--- src/shared/tsct_regs.svh ---
`ifndef TSCT_REGS_SVH
`define TSCT_REGS_SVH
// Base cycle counts at zero wait-states
`define TSCT_CYC_ONE 4'h1
`define TSCT_CYC_TWO 4'h2
`define TSCT_CYC_THREE 4'h3
// Default cost of supervisor call and breakpoint
`define TSCT_CYC_TRAP_DEF 4'h4
// Address window of the single-cycle I/O port (top nibble)
`define TSCT_IOPORT_NIB 4'hD
// System control space window (top nibble)
`define TSCT_SCS_NIB 4'hE
`endif

--- src/shared/tsct_pkg.sv ---
`default_nettype none
package tsct_pkg;
    // Instruction classes produced by the decoder
    typedef enum logic [4:0] {
        TSCT_C_ALU = 5'h00,
        TSCT_C_ALU_PC = 5'h01,
        TSCT_C_LDST = 5'h02,
        TSCT_C_MULTI = 5'h03,
        TSCT_C_POP_PC = 5'h04,
        TSCT_C_BCOND = 5'h05,
        TSCT_C_BRANCH = 5'h06,
        TSCT_C_BL = 5'h07,
        TSCT_C_BARRIER = 5'h08,
        TSCT_C_SPECREG = 5'h09,
        TSCT_C_TRAP = 5'h0A,
        TSCT_C_WFE = 5'h0B,
        TSCT_C_WFI = 5'h0C,
        TSCT_C_UNDEF = 5'h0D
    } tsct_class_t;
    typedef enum logic [2:0] {
        TSCT_S_IDLE = 3'b001,
        TSCT_S_BUSY = 3'b010,
        TSCT_S_SLEEP = 3'b100
    } tsct_state_t;
endpackage : tsct_pkg
`default_nettype wire

--- src/hw/tsct_decode.sv ---
`timescale 1ns/1ps
`default_nettype none
// Classifies one instruction and gives its list length
module tsct_decode (
    input wire logic [15:0] hw0, // First halfword
    input wire logic [15:0] hw1, // Second halfword
    output tsct_pkg::tsct_class_t cls, // Instruction class
    output logic wide, // Uses two halfwords
    output logic [4:0] list_n // Elements in register list
);
    // Count set bits of a register list
    function automatic logic [4:0] popc(input logic [8:0] v);
        logic [4:0] s;
        s = 5'h00;
        for (int i = 0; i < 9; i++) begin
            s = s + {4'h0, v[i]};
        end
        return s;
    endfunction : popc

    // Decode by opcode fields
    always_comb begin
        cls = tsct_pkg::TSCT_C_UNDEF;
        wide = 1'b0;
        list_n = 5'h00;
        if (hw0[15:11] == 5'b11110 || hw0[15:11] == 5'b11111 || hw0[15:11] == 5'b11101) begin
            wide = 1'b1;
            if (hw0[15:11] == 5'b11110 && hw1[15:14] == 2'b11 && hw1[12] == 1'b1)
                cls = tsct_pkg::TSCT_C_BL;
            else if (hw0[15:4] == 12'hF3B && hw1[15:8] == 8'h8F && hw1[7:6] == 2'b01)
                cls = (hw1[5:4] == 2'b11) ? tsct_pkg::TSCT_C_UNDEF : tsct_pkg::TSCT_C_BARRIER;
            else if ((hw0[15:4] == 12'hF3E && hw1[15:12] == 4'h8)
                || (hw0[15:4] == 12'hF38 && hw1[15:8] == 8'h88))
                cls = tsct_pkg::TSCT_C_SPECREG;
        end else if (hw0[15:14] == 2'b00) begin
            cls = tsct_pkg::TSCT_C_ALU; // Shifts, add, sub, move, compare immediate
        end else if (hw0[15:10] == 6'b010000) begin
            cls = tsct_pkg::TSCT_C_ALU; // Register data processing and multiply
        end else if (hw0[15:10] == 6'b010001) begin
            if (hw0[9:8] == 2'b11)
                cls = tsct_pkg::TSCT_C_BRANCH; // Branch exchange forms
            else if (hw0[9:8] != 2'b01 && {hw0[7], hw0[2:0]} == 4'hF)
                cls = tsct_pkg::TSCT_C_ALU_PC;
            else
                cls = tsct_pkg::TSCT_C_ALU;
        end else if (hw0[15:11] == 5'b01001 || hw0[15:12] == 4'b0101 || hw0[15:13] == 3'b011
            || hw0[15:12] == 4'b1000 || hw0[15:12] == 4'b1001) begin
            cls = tsct_pkg::TSCT_C_LDST;
        end else if (hw0[15:12] == 4'b1010 || hw0[15:8] == 8'hB0) begin
            cls = tsct_pkg::TSCT_C_ALU; // Address forming and stack adjust
        end else if (hw0[15:12] == 4'b1100) begin
            cls = tsct_pkg::TSCT_C_MULTI;
            list_n = popc({1'b0, hw0[7:0]});
        end else if (hw0[15:12] == 4'b1011) begin
            if (hw0[11:9] == 3'b010 || hw0[11:9] == 3'b110) begin
                list_n = popc(hw0[8:0]);
                cls = (hw0[11] && hw0[8]) ? tsct_pkg::TSCT_C_POP_PC : tsct_pkg::TSCT_C_MULTI;
            end else if (hw0[11:8] == 4'h2 || hw0[11:8] == 4'hA) begin
                cls = (hw0[11:6] == 6'h2A) ? tsct_pkg::TSCT_C_UNDEF : tsct_pkg::TSCT_C_ALU;
            end else if (hw0[11:5] == 7'b0110011 && hw0[3:0] == 4'h2) begin
                cls = tsct_pkg::TSCT_C_ALU; // Interrupt mask set or clear
            end else if (hw0[11:8] == 4'hE) begin
                cls = tsct_pkg::TSCT_C_TRAP;
            end else if (hw0[11:8] == 4'hF && hw0[3:0] == 4'h0) begin
                case (hw0[7:4])
                    4'h2: cls = tsct_pkg::TSCT_C_WFE;
                    4'h3: cls = tsct_pkg::TSCT_C_WFI;
                    default: cls = tsct_pkg::TSCT_C_ALU; // Yield, send event, no-op
                endcase
            end
        end else if (hw0[15:12] == 4'b1101) begin
            if (hw0[11:8] == 4'hF) cls = tsct_pkg::TSCT_C_TRAP;
            else if (hw0[11:8] != 4'hE) cls = tsct_pkg::TSCT_C_BCOND;
        end else if (hw0[15:11] == 5'b11100) begin
            cls = tsct_pkg::TSCT_C_BRANCH;
        end
    end
endmodule : tsct_decode
`default_nettype wire

--- src/hw/tsct_core.sv ---
`timescale 1ns/1ps
`default_nettype none
`include "tsct_regs.svh"
// Functional notes
// - Accept all legacy compact instructions except compare-branch-zero/nonzero and if-then.
// - Wide forms: branch-with-link, three barriers, special-register moves; each 3 cycles.
// - Counts assume zero wait-states; bus wait-states add on top.
// - Moves, arithmetic, logic, compare, multiply: 1 cycle; PC destination 2.
// - All shifts and rotate by register take 1 cycle.
// - Extends, reverses, interrupt mask, send-event, no-op: 1 cycle.
// - Single load/store: 2 cycles on system bus or control space, 1 on I/O port.
// - Load/store multiple and plain push/pop: 1 plus N cycles.
// - Push with link 1+N, pop with return 3+N, N including LR or PC.
// - Conditional branch: 2 cycles taken, 1 not taken.
// - Unconditional branch, branch-exchange, branch-link-exchange: 2 cycles.
// - Supervisor call and breakpoint cost set by configuration.
// - Wait-event and wait-interrupt 2 cycles, yield 1, excluding suspension.
// - Wait-event clears a set event flag at once, else may suspend until wakeup.
module tsct_core #(
    parameter logic [3:0] TRAP_CYCLES = `TSCT_CYC_TRAP_DEF // Configured trap cost
) (
    input wire logic core_clk, // Processor clock
    input wire logic rst_n, // Synchronous reset, active low
    input wire logic issue, // Instruction presented
    input wire logic [15:0] instr_hw0, // First halfword
    input wire logic [15:0] instr_hw1, // Second halfword, wide forms
    input wire logic [31:0] mem_addr, // Load/store target address
    input wire logic branch_taken, // Condition passed for conditional branch
    input wire logic bus_wait, // Bus inserts a wait-state this cycle
    input wire logic wake_event, // Wakeup event pulse, same clock
    input wire logic wake_irq, // Interrupt wakeup, same clock
    output logic ready, // Core can take an instruction
    output logic retire, // Instruction completes this cycle
    output logic wide_instr, // Last issued instruction was 32-bit
    output logic [5:0] cycle_count, // Cycles taken by last instruction
    output logic undef_fault, // Undefined encoding fault pulse
    output logic sleeping, // Suspended in wait hint
    output logic event_flag // Event register
);
    tsct_pkg::tsct_class_t cls;
    logic wide;
    logic [4:0] list_n;
    tsct_pkg::tsct_state_t state, next_state;
    logic [5:0] remain, next_remain;
    logic [5:0] used, next_used;
    logic next_wide_instr;
    logic [5:0] next_cycle_count;
    logic next_undef_fault;
    logic next_event_flag;
    logic [5:0] base;
    logic io_target;
    logic pend_sleep, next_pend_sleep;

    tsct_decode u_dec (
        .hw0(instr_hw0),
        .hw1(instr_hw1),
        .cls(cls),
        .wide(wide),
        .list_n(list_n)
    );

    // Single-cycle I/O port is selected by the address window
    assign io_target = (mem_addr[31:28] == `TSCT_IOPORT_NIB);

    // Base cost per class
    always_comb begin
        base = {2'h0, `TSCT_CYC_ONE};
        case (cls)
            tsct_pkg::TSCT_C_ALU: base = {2'h0, `TSCT_CYC_ONE};
            tsct_pkg::TSCT_C_ALU_PC: base = {2'h0, `TSCT_CYC_TWO};
            tsct_pkg::TSCT_C_LDST: base = io_target ? {2'h0, `TSCT_CYC_ONE} : {2'h0, `TSCT_CYC_TWO};
            tsct_pkg::TSCT_C_MULTI: base = {2'h0, `TSCT_CYC_ONE} + {1'b0, list_n};
            tsct_pkg::TSCT_C_POP_PC: base = {2'h0, `TSCT_CYC_THREE} + {1'b0, list_n};
            tsct_pkg::TSCT_C_BCOND: base = branch_taken ? {2'h0, `TSCT_CYC_TWO} : {2'h0, `TSCT_CYC_ONE};
            tsct_pkg::TSCT_C_BRANCH: base = {2'h0, `TSCT_CYC_TWO};
            tsct_pkg::TSCT_C_BL, tsct_pkg::TSCT_C_BARRIER,
            tsct_pkg::TSCT_C_SPECREG: base = {2'h0, `TSCT_CYC_THREE};
            tsct_pkg::TSCT_C_TRAP: base = {2'h0, TRAP_CYCLES};
            tsct_pkg::TSCT_C_WFE, tsct_pkg::TSCT_C_WFI: base = {2'h0, `TSCT_CYC_TWO};
            default: base = {2'h0, `TSCT_CYC_ONE};
        endcase
    end

    // Handshake outputs
    assign ready = (state == tsct_pkg::TSCT_S_IDLE);
    assign sleeping = (state == tsct_pkg::TSCT_S_SLEEP);

    // Sequencer: counts down the base cost, stretched by wait-states
    always_comb begin
        next_state = state;
        next_remain = remain;
        next_used = used;
        next_wide_instr = wide_instr;
        next_cycle_count = cycle_count;
        next_undef_fault = 1'b0;
        next_event_flag = event_flag | wake_event; // Set wins over clear below
        retire = 1'b0;
        case (state)
            tsct_pkg::TSCT_S_IDLE: begin
                if (issue) begin
                    next_wide_instr = wide;
                    next_used = 6'h01;
                    if (cls == tsct_pkg::TSCT_C_UNDEF) begin
                        next_undef_fault = 1'b1;
                        next_cycle_count = 6'h01;
                    end else if (base == 6'h01 && !(cls == tsct_pkg::TSCT_C_LDST && bus_wait)) begin
                        retire = 1'b1;
                        next_cycle_count = 6'h01;
                    end else begin
                        next_state = tsct_pkg::TSCT_S_BUSY;
                        next_remain = (cls == tsct_pkg::TSCT_C_LDST && bus_wait) ? base : base - 6'h01;
                    end
                    if (cls == tsct_pkg::TSCT_C_WFE)
                        next_event_flag = wake_event;
                end
            end
            tsct_pkg::TSCT_S_BUSY: begin
                next_used = used + 6'h01;
                if (bus_wait) begin
                    next_remain = remain;
                end else if (remain == 6'h01) begin
                    next_cycle_count = used + 6'h01;
                    if (pend_sleep && !wake_irq && !wake_event) begin
                        next_state = tsct_pkg::TSCT_S_SLEEP; // Base cycles done, completes on wakeup
                    end else begin
                        retire = 1'b1;
                        next_state = tsct_pkg::TSCT_S_IDLE;
                    end
                end else if (remain == 6'h02 && used == 6'h01 && next_remain == remain) begin
                    next_remain = 6'h01;
                end else begin
                    next_remain = remain - 6'h01;
                end
            end
            tsct_pkg::TSCT_S_SLEEP: begin
                if (wake_event || wake_irq) begin
                    retire = 1'b1; // suspension not counted
                    next_state = tsct_pkg::TSCT_S_IDLE; // Flag keeps a same-cycle wakeup event
                end
            end
            default: next_state = tsct_pkg::TSCT_S_IDLE;
        endcase
    end

    // Wait hints that must suspend enter sleep after their base cycles
    always_comb begin
        next_pend_sleep = pend_sleep;
        if (state == tsct_pkg::TSCT_S_IDLE && issue)
            next_pend_sleep = (cls == tsct_pkg::TSCT_C_WFI)
                || (cls == tsct_pkg::TSCT_C_WFE && !event_flag && !wake_event);
        else if (retire)
            next_pend_sleep = 1'b0;
    end

    // State registers
    always_ff @(posedge core_clk) begin
        if (!rst_n) begin
            state <= tsct_pkg::TSCT_S_IDLE;
            remain <= 6'h00;
            used <= 6'h00;
            wide_instr <= 1'b0;
            cycle_count <= 6'h00;
            undef_fault <= 1'b0;
            event_flag <= 1'b0;
            pend_sleep <= 1'b0;
        end else begin
            state <= next_state;
            remain <= next_remain;
            used <= next_used;
            wide_instr <= next_wide_instr;
            cycle_count <= next_cycle_count;
            undef_fault <= next_undef_fault;
            event_flag <= next_event_flag;
            pend_sleep <= next_pend_sleep;
        end
    end
endmodule : tsct_core
`default_nettype wire

--- config.mk ---
export PLATFORM = sky130hd
export DESIGN_NAME = tsct_core
export DESIGN_NICKNAME = d
export VERILOG_FILES = /design/src/shared/tsct_pkg.sv /design/src/hw/tsct_decode.sv /design/src/hw/tsct_core.sv
export VERILOG_INCLUDE_DIRS = /design/src /design/src/shared
export SDC_FILE = /design/constraint.sdc
export NUM_CORES = 1
export LEC_CHECK = 0
export ABC_CLOCK_PERIOD_IN_PS = 6460
export BUFFER_PORTS_ARGS = -buffer_cell sky130_fd_sc_hd__clkbuf_2
export CORE_UTILIZATION = 45
export CTS_CLUSTER_SIZE = 8
export DETAILED_ROUTE_END_ITERATION = 16
export PLACE_DENSITY = 0.78
export SETUP_SLACK_MARGIN = 0.02
export SYNTH_ARGS = -nofsm -noshare
export SYNTH_HDL_FRONTEND = slang
export SYNTH_SLANG_ARGS = --single-unit
--- constraint.sdc ---
create_clock -name core_clk -period 6.46 [get_ports core_clk]
set_input_delay 0.323 -clock core_clk [delete_from_list [all_inputs] [get_ports core_clk]]
set_output_delay 0.323 -clock core_clk [all_outputs]
set_load 0.02 [all_outputs]
Yosys cells after proc, flatten, opt, wreduce, memory -nomap -nowiden
Index checks and enable logic that the tools add are counted.

Flip-flop bits (word level): 25. Bits of input ports: 71. Output and inout bits: 12. Word-level logic and storage cells: 214.

$add $sub $neg: 13. Eq/ne operators: 69. Multiplexer cells: 77. Bitwise gates (word level): 1. Reduce and logical (&&, ||, !) cells: 46.

Operators by type and width (count): two-way mux 5 bit (27); two-way mux 6 bit (13); == test 4 bit (second input constant) (12); case mux 6 bit (7 select lines) (1); == test 12 bit (second input constant) (3); case mux 6 bit (2 select lines) (3); adder 5 x 1 -> 5 bit (7); == test 5 x 4 -> 1 bit (second input constant) (7); two-way mux 3 bit (10); == test 8 bit (second input constant) (3); == test 5 x 3 -> 1 bit (second input constant) (4); == test 5 bit (second input constant) (4); == test 6 x 1 -> 1 bit (second input constant) (3); logical AND 1 bit (18); == test 4 x 2 -> 1 bit (second input constant) (4); two-way mux 1 bit (15); == test 6 x 5 -> 1 bit (second input constant) (2); logical OR 1 bit (12); two-way mux 4 bit (3); inequality test 2 bit (second input constant) (6); AND reduction 6 bit (2); subtractor 6 x 1 -> 6 bit (second input constant) (2); == test 5 x 2 -> 1 bit (second input constant) (2); == test 3 x 2 -> 1 bit (second input constant) (3); 30 further kinds (40).

Logic depth before layout (Yosys ltp)
Depth in word-level cells: 27. Mapped depth: 22. Depth with buffers taken out: 22.

By module
A second synthesis with hierarchy kept.

Cell total of the unflattened synthesis: 403. Area, all modules: 2869.0 um^2.

By module, submodules not included: tsct_core (times used 1, cells each 258, area an instance 1943.1 um^2, seq. area each 500.5 um^2); tsct_decode (times used 1, cells each 145, area an instance 925.9 um^2, seq. area each 0.0 um^2).

Worst setup path before layout
OpenSTA, ideal clock, no wires.

Path type: input to output. From: input instr_hw0[0]. To: output retire. Arrival: 5.725 ns. Required time: 6.137 ns. Path slack: 0.412 ns. Stages: 20. Path buffers: 0. Cells stage by stage: inv_1 > ha_1 > inv_1 > fa_1 > fa_1 > fa_1 > inv_1 > fa_1 > ha_1 > a22o_1 > fa_1 > a221oi_1 > nand3_1 > a21oi_1 > a21boi_0 > ha_1 > nand2_1 > a2111oi_4 > nand2_1 > o311ai_0.

Cells in the longest elaborated chain, start to end: 25. Elaborated cells on any way between the ends: 64. Classes of those cells: 10 x add/sub; 16 x eq/ne; 29 x mux; 9 x reduce/logical.

RTL lines: start: declaration (RTL line tsct_core.sv:25) `input wire logic [15:0] instr_hw0,`; adder 1 x 1 -> 2 bit (RTL line tsct_decode.sv:16) `s = s + {4'h0, v[i]};`; adder 5 x 1 -> 5 bit (7 in a row) (RTL line tsct_decode.sv:16); two-way mux 5 bit (RTL line tsct_decode.sv:55) `if (hw0[11:9] == 3'b010 || hw0[11:9] == 3'b110) begin`; two-way mux 5 bit (RTL line tsct_decode.sv:54) `end else if (hw0[15:12] == 4'b1011) begin`; two-way mux 5 bit (RTL line tsct_decode.sv:51) `end else if (hw0[15:12] == 4'b1100) begin`; two-way mux 5 bit (RTL line tsct_decode.sv:49) `end else if (hw0[15:12] == 4'b1010 || hw0[15:8] == 8'hB0) begin`; two-way mux 5 bit (RTL line tsct_decode.sv:46) `end else if (hw0[15:11] == 5'b01001 || hw0[15:12] == 4'b0101 || hw0[15:13] == 3'b011`; two-way mux 5 bit (RTL line tsct_decode.sv:39) `end else if (hw0[15:10] == 6'b010001) begin`; [3 not listed]; adder 2 x 5 -> 6 bit / adder 1 x 5 -> 6 bit (equally long branches) (RTL line tsct_core.sv:73, tsct_core.sv:72); case mux 6 bit (7 select lines) (RTL line tsct_core.sv:68) `case (cls)`; == test 6 x 1 -> 1 bit (RTL line tsct_core.sv:106) `end else if (base == 6'h01 && !(cls == tsct_pkg::TSCT_C_LDST && bus_wait)) begin`; logical AND 1 bit (RTL line tsct_core.sv:106); two-way mux 1 bit (RTL line tsct_core.sv:106); two-way mux 1 bit (*) (RTL line tsct_core.sv:103) `if (cls == tsct_pkg::TSCT_C_UNDEF) begin`; two-way mux 1 bit (*) (RTL line tsct_core.sv:100) `if (issue) begin`; case mux 1 bit (3 select lines) (*) (RTL line tsct_core.sv:98) `case (state)`; end: declaration (RTL line tsct_core.sv:33) `output logic retire,`.

Every way passes the cells marked *; elsewhere a longest branch is shown, timed or not.

Worst setup path in the final report
Same ends and word-level chain as after synthesis.

==> run_results.csv <==
group,metric,value,unit
cts,htreeDepth,1,
sta,setup_tns,0,ns
cts,path_clk_slew,0.09,ns
synthesis,seq_area_frac_synth,0.1745,
detailed_routing,route.detailed.drc,0,
worst_setup_path,critical_path_arrival,5.79,ns
detailed_routing,drtAntennaViolNets,0,
global_routing,overflow,0,
die,die_area,6696,um^2
min_path,hp-class,"in2reg",
cts,cts_buffer_depth,2,
final_layout,drive_above_1_share,0.1897,
pwr,peakVddDrop,141.1,uV
die,initial_utilization,0.4759,
global_routing,antenna_found_initial,0,
placement,gp_congestion,0.9122,
sta,fin_crit_sh,0.9458,
synthesis,mappedNetlistNets,458,
worst_setup_path,worstPathMaxFanout,4,
synthesis,avgSynthCellArea,7.814,um^2
synthesis,ys_ff_latch,25,
worst_setup_path,crit_type,"in2out",
placement,dp_hpwl,5699,um
final_layout,final_common_cell,"clkbuf_2",
synthesis,synth_cells,367,
sta,fin_hold_ws,0.2766,ns
die,rows,28,
global_routing,grt_pass1_vias,2596,
sta,relSlewSlack,0.4213,
final_layout,nFillCells,582,
detailed_routing,first_pass_iters,5,
sta,clock_skew,0.002553,ns
sta,drv_slew,0,
synthesis,synth-edff-count,0,
sta,rsz0062_at_grt,"no",
synthesis,synthesis.area,2868,um^2
detailed_routing,vias_per_cell,6.116,
die,io_pins,83,
final_layout,diodes,0,
sta,max_freq,163.7,MHz
cts,cts_made_buffers,3,
sta,finalHoldViolCount,0,
sta,setup_violations,0,
pwr,power_density,147.7,nW/um^2
detailed_routing,vias,2942,
die,die_w,81.83,um
global_routing,grtUsageTotal,0.2225,
worst_setup_path,endpoint_kind,"primary output",
worst_setup_path,cp-start-kind,"primary input",
synthesis,async_flop_share,0,
cts,clock-root-buffer,"clkbuf_8",
cts,clkSinkCount,25,
detailed_routing,wl,7267,um
placement,io_buffers,50,
cts,ctsHoldBuffers,0,
cts,clk-insertion-delay-late,0.26,ns
detailed_routing,drt-initial-drc-count,155,
synthesis,yosysWarningCount,0,
sta,finalCriticalPeriod,6.110,ns
cts,cts_tree,"done",
cts,cts_resized,0,
detailed_routing,detail_route.wl_per_cell,15.11,um
synthesis,ys.flop_type,"dfxtp_1",
outcome,status,"complete, no violations",
synthesis,yosysUniqueCellTypes,83,
final_layout,layout_common_cells,"clkbuf_2 (50), nand2_1 (29), inv_1 (25), dfxtp_1 (25), a21oi_1 (22)",
cts,post_cts_buffers,0,
global_routing,grt_max_degree,29,
final_layout,nets,498,
final_layout,area_growth,11.17,%
die,fp.dieH,81.83,um
die,core_area,6026,um^2
run,cap_violations,0,
sta,tightest_slew,0.8614,ns
global_routing,grt_pass1_wl,12030,um
pwr,p_leak,1.274,nW
worst_setup_path,worstPathRequired,6.14,ns
worst max-delay path, cell delays in order:
cell	delay [ns]
clkbuf_2	0.09
inv_1	0.05
ha_1	0.27
inv_1	0.04
fa_1	0.49
fa_1	0.42
fa_1	0.39
inv_1	0.08
fa_1	0.47
ha_1	0.33
a22o_1	0.25
fa_1	0.47
a221oi_1	0.28
nand3_1	0.13
a21oi_1	0.17
a21boi_0	0.30
ha_1	0.22
nand2_1	0.09
a2111oi_4	0.21
nand2_1	0.08
o311ai_0	0.38
clkbuf_2	0.24
power breakdown:
group	internal, mW	switching [mW]
registers	0.162	0.00879
logic	0.0859	0.122
clock network	0.0441	0.0485
path summary, 6_finish.rpt:
check,start,to,slack [ns],cells past startpoint
worst max-delay path,instr_hw0[0],retire,0.35,22
worst min-delay path,wake_irq,state[2]$_SDFFE_PN0P_,0.28,2
worst max register to register,remain[2]$_SDFFE_PN0P_,pend_sleep$_SDFFE_PN0P_,4.02,7
worst min register to register,cycle_count[0]$_SDFFE_PN0P_,cycle_count[0]$_SDFFE_PN0P_,0.45,2
cell type report:
cell class / count / area [um^2] / area share
timing repair buffer: 52 / 265.3 / 0.08320
sequential: 25 / 500.5 / 0.1570
tap: 75 / 93.84 / 0.02943
clock buffer: 4 / 45.04 / 0.01413
multi-input combinational: 300 / 2190 / 0.6868
inverter: 25 / 93.84 / 0.02943
cells in the mapped netlist (all sizes together), types with 3 or more instances:
cell type,n,area share
nand2,29,0.038
o21ai,26,0.047
dfxtp,25,0.17
inv,25,0.033
a21oi,23,0.041
nor2b,19,0.041
nor3,19,0.033
nor2,18,0.024
ha,15,0.065
nand3,13,0.024
buf,10,0.020
and2,8,0.017
clkbuf,7,0.0092
nand2b,7,0.015
a22oi,6,0.017
or3,6,0.017
fa,5,0.035
nand4b,5,0.015
nor3b,5,0.013
nor4b,5,0.020
a211oi,4,0.017
and3,4,0.0087
nand4,4,0.0087
nor4,4,0.011
xnor2,4,0.012
xor2,4,0.012
a311o,3,0.010
a311oi,3,0.011
a31oi,3,0.012
and4bb,3,0.014
o211ai,3,0.0079
o21a,3,0.0079
o221ai,3,0.0092
state kept, by name, indices dropped and copies added, names as in the netlist:
| name | flops |
|---|---|
| state | 3 |
| undef_fault | 1 |
| used | 6 |
| remain | 6 |
| wide_instr | 1 |
| cycle_count | 6 |
| pend_sleep | 1 |
| event_flag | 1 |
routing by layer:
metal,part of all wire,global-route usage
met2,0.49,0.3835
met3,0.051,0.02000
met5,0,0
met1,0.46,0.3083
met4,0.0072,0.02281
through the flow:
stage               utilization  cells  worst slack (ns)  total power [mW]  instance area (um^2)
global route             0.5291    481           0.09436            0.5001                  3188
global placement         0.5216    477            0.3435            0.3734                  3143
floorplan                     -    367            0.4123            0.3253                  2868
finish                   0.5291    481            0.3501            0.4709                  3188
detailed placement       0.5216    477            0.3112            0.3795                  3143
CTS                      0.5291    481            0.3157            0.4687                  3188
kinds of logic after synthesis:
group	synth area share
simple gates	0.3429
xor+xnor	0.03272
flops	0.1745
buf+inv	0.06195
compound gates	0.2875
fa+ha+maj	0.1004
(Power assumes the default switching activity.)
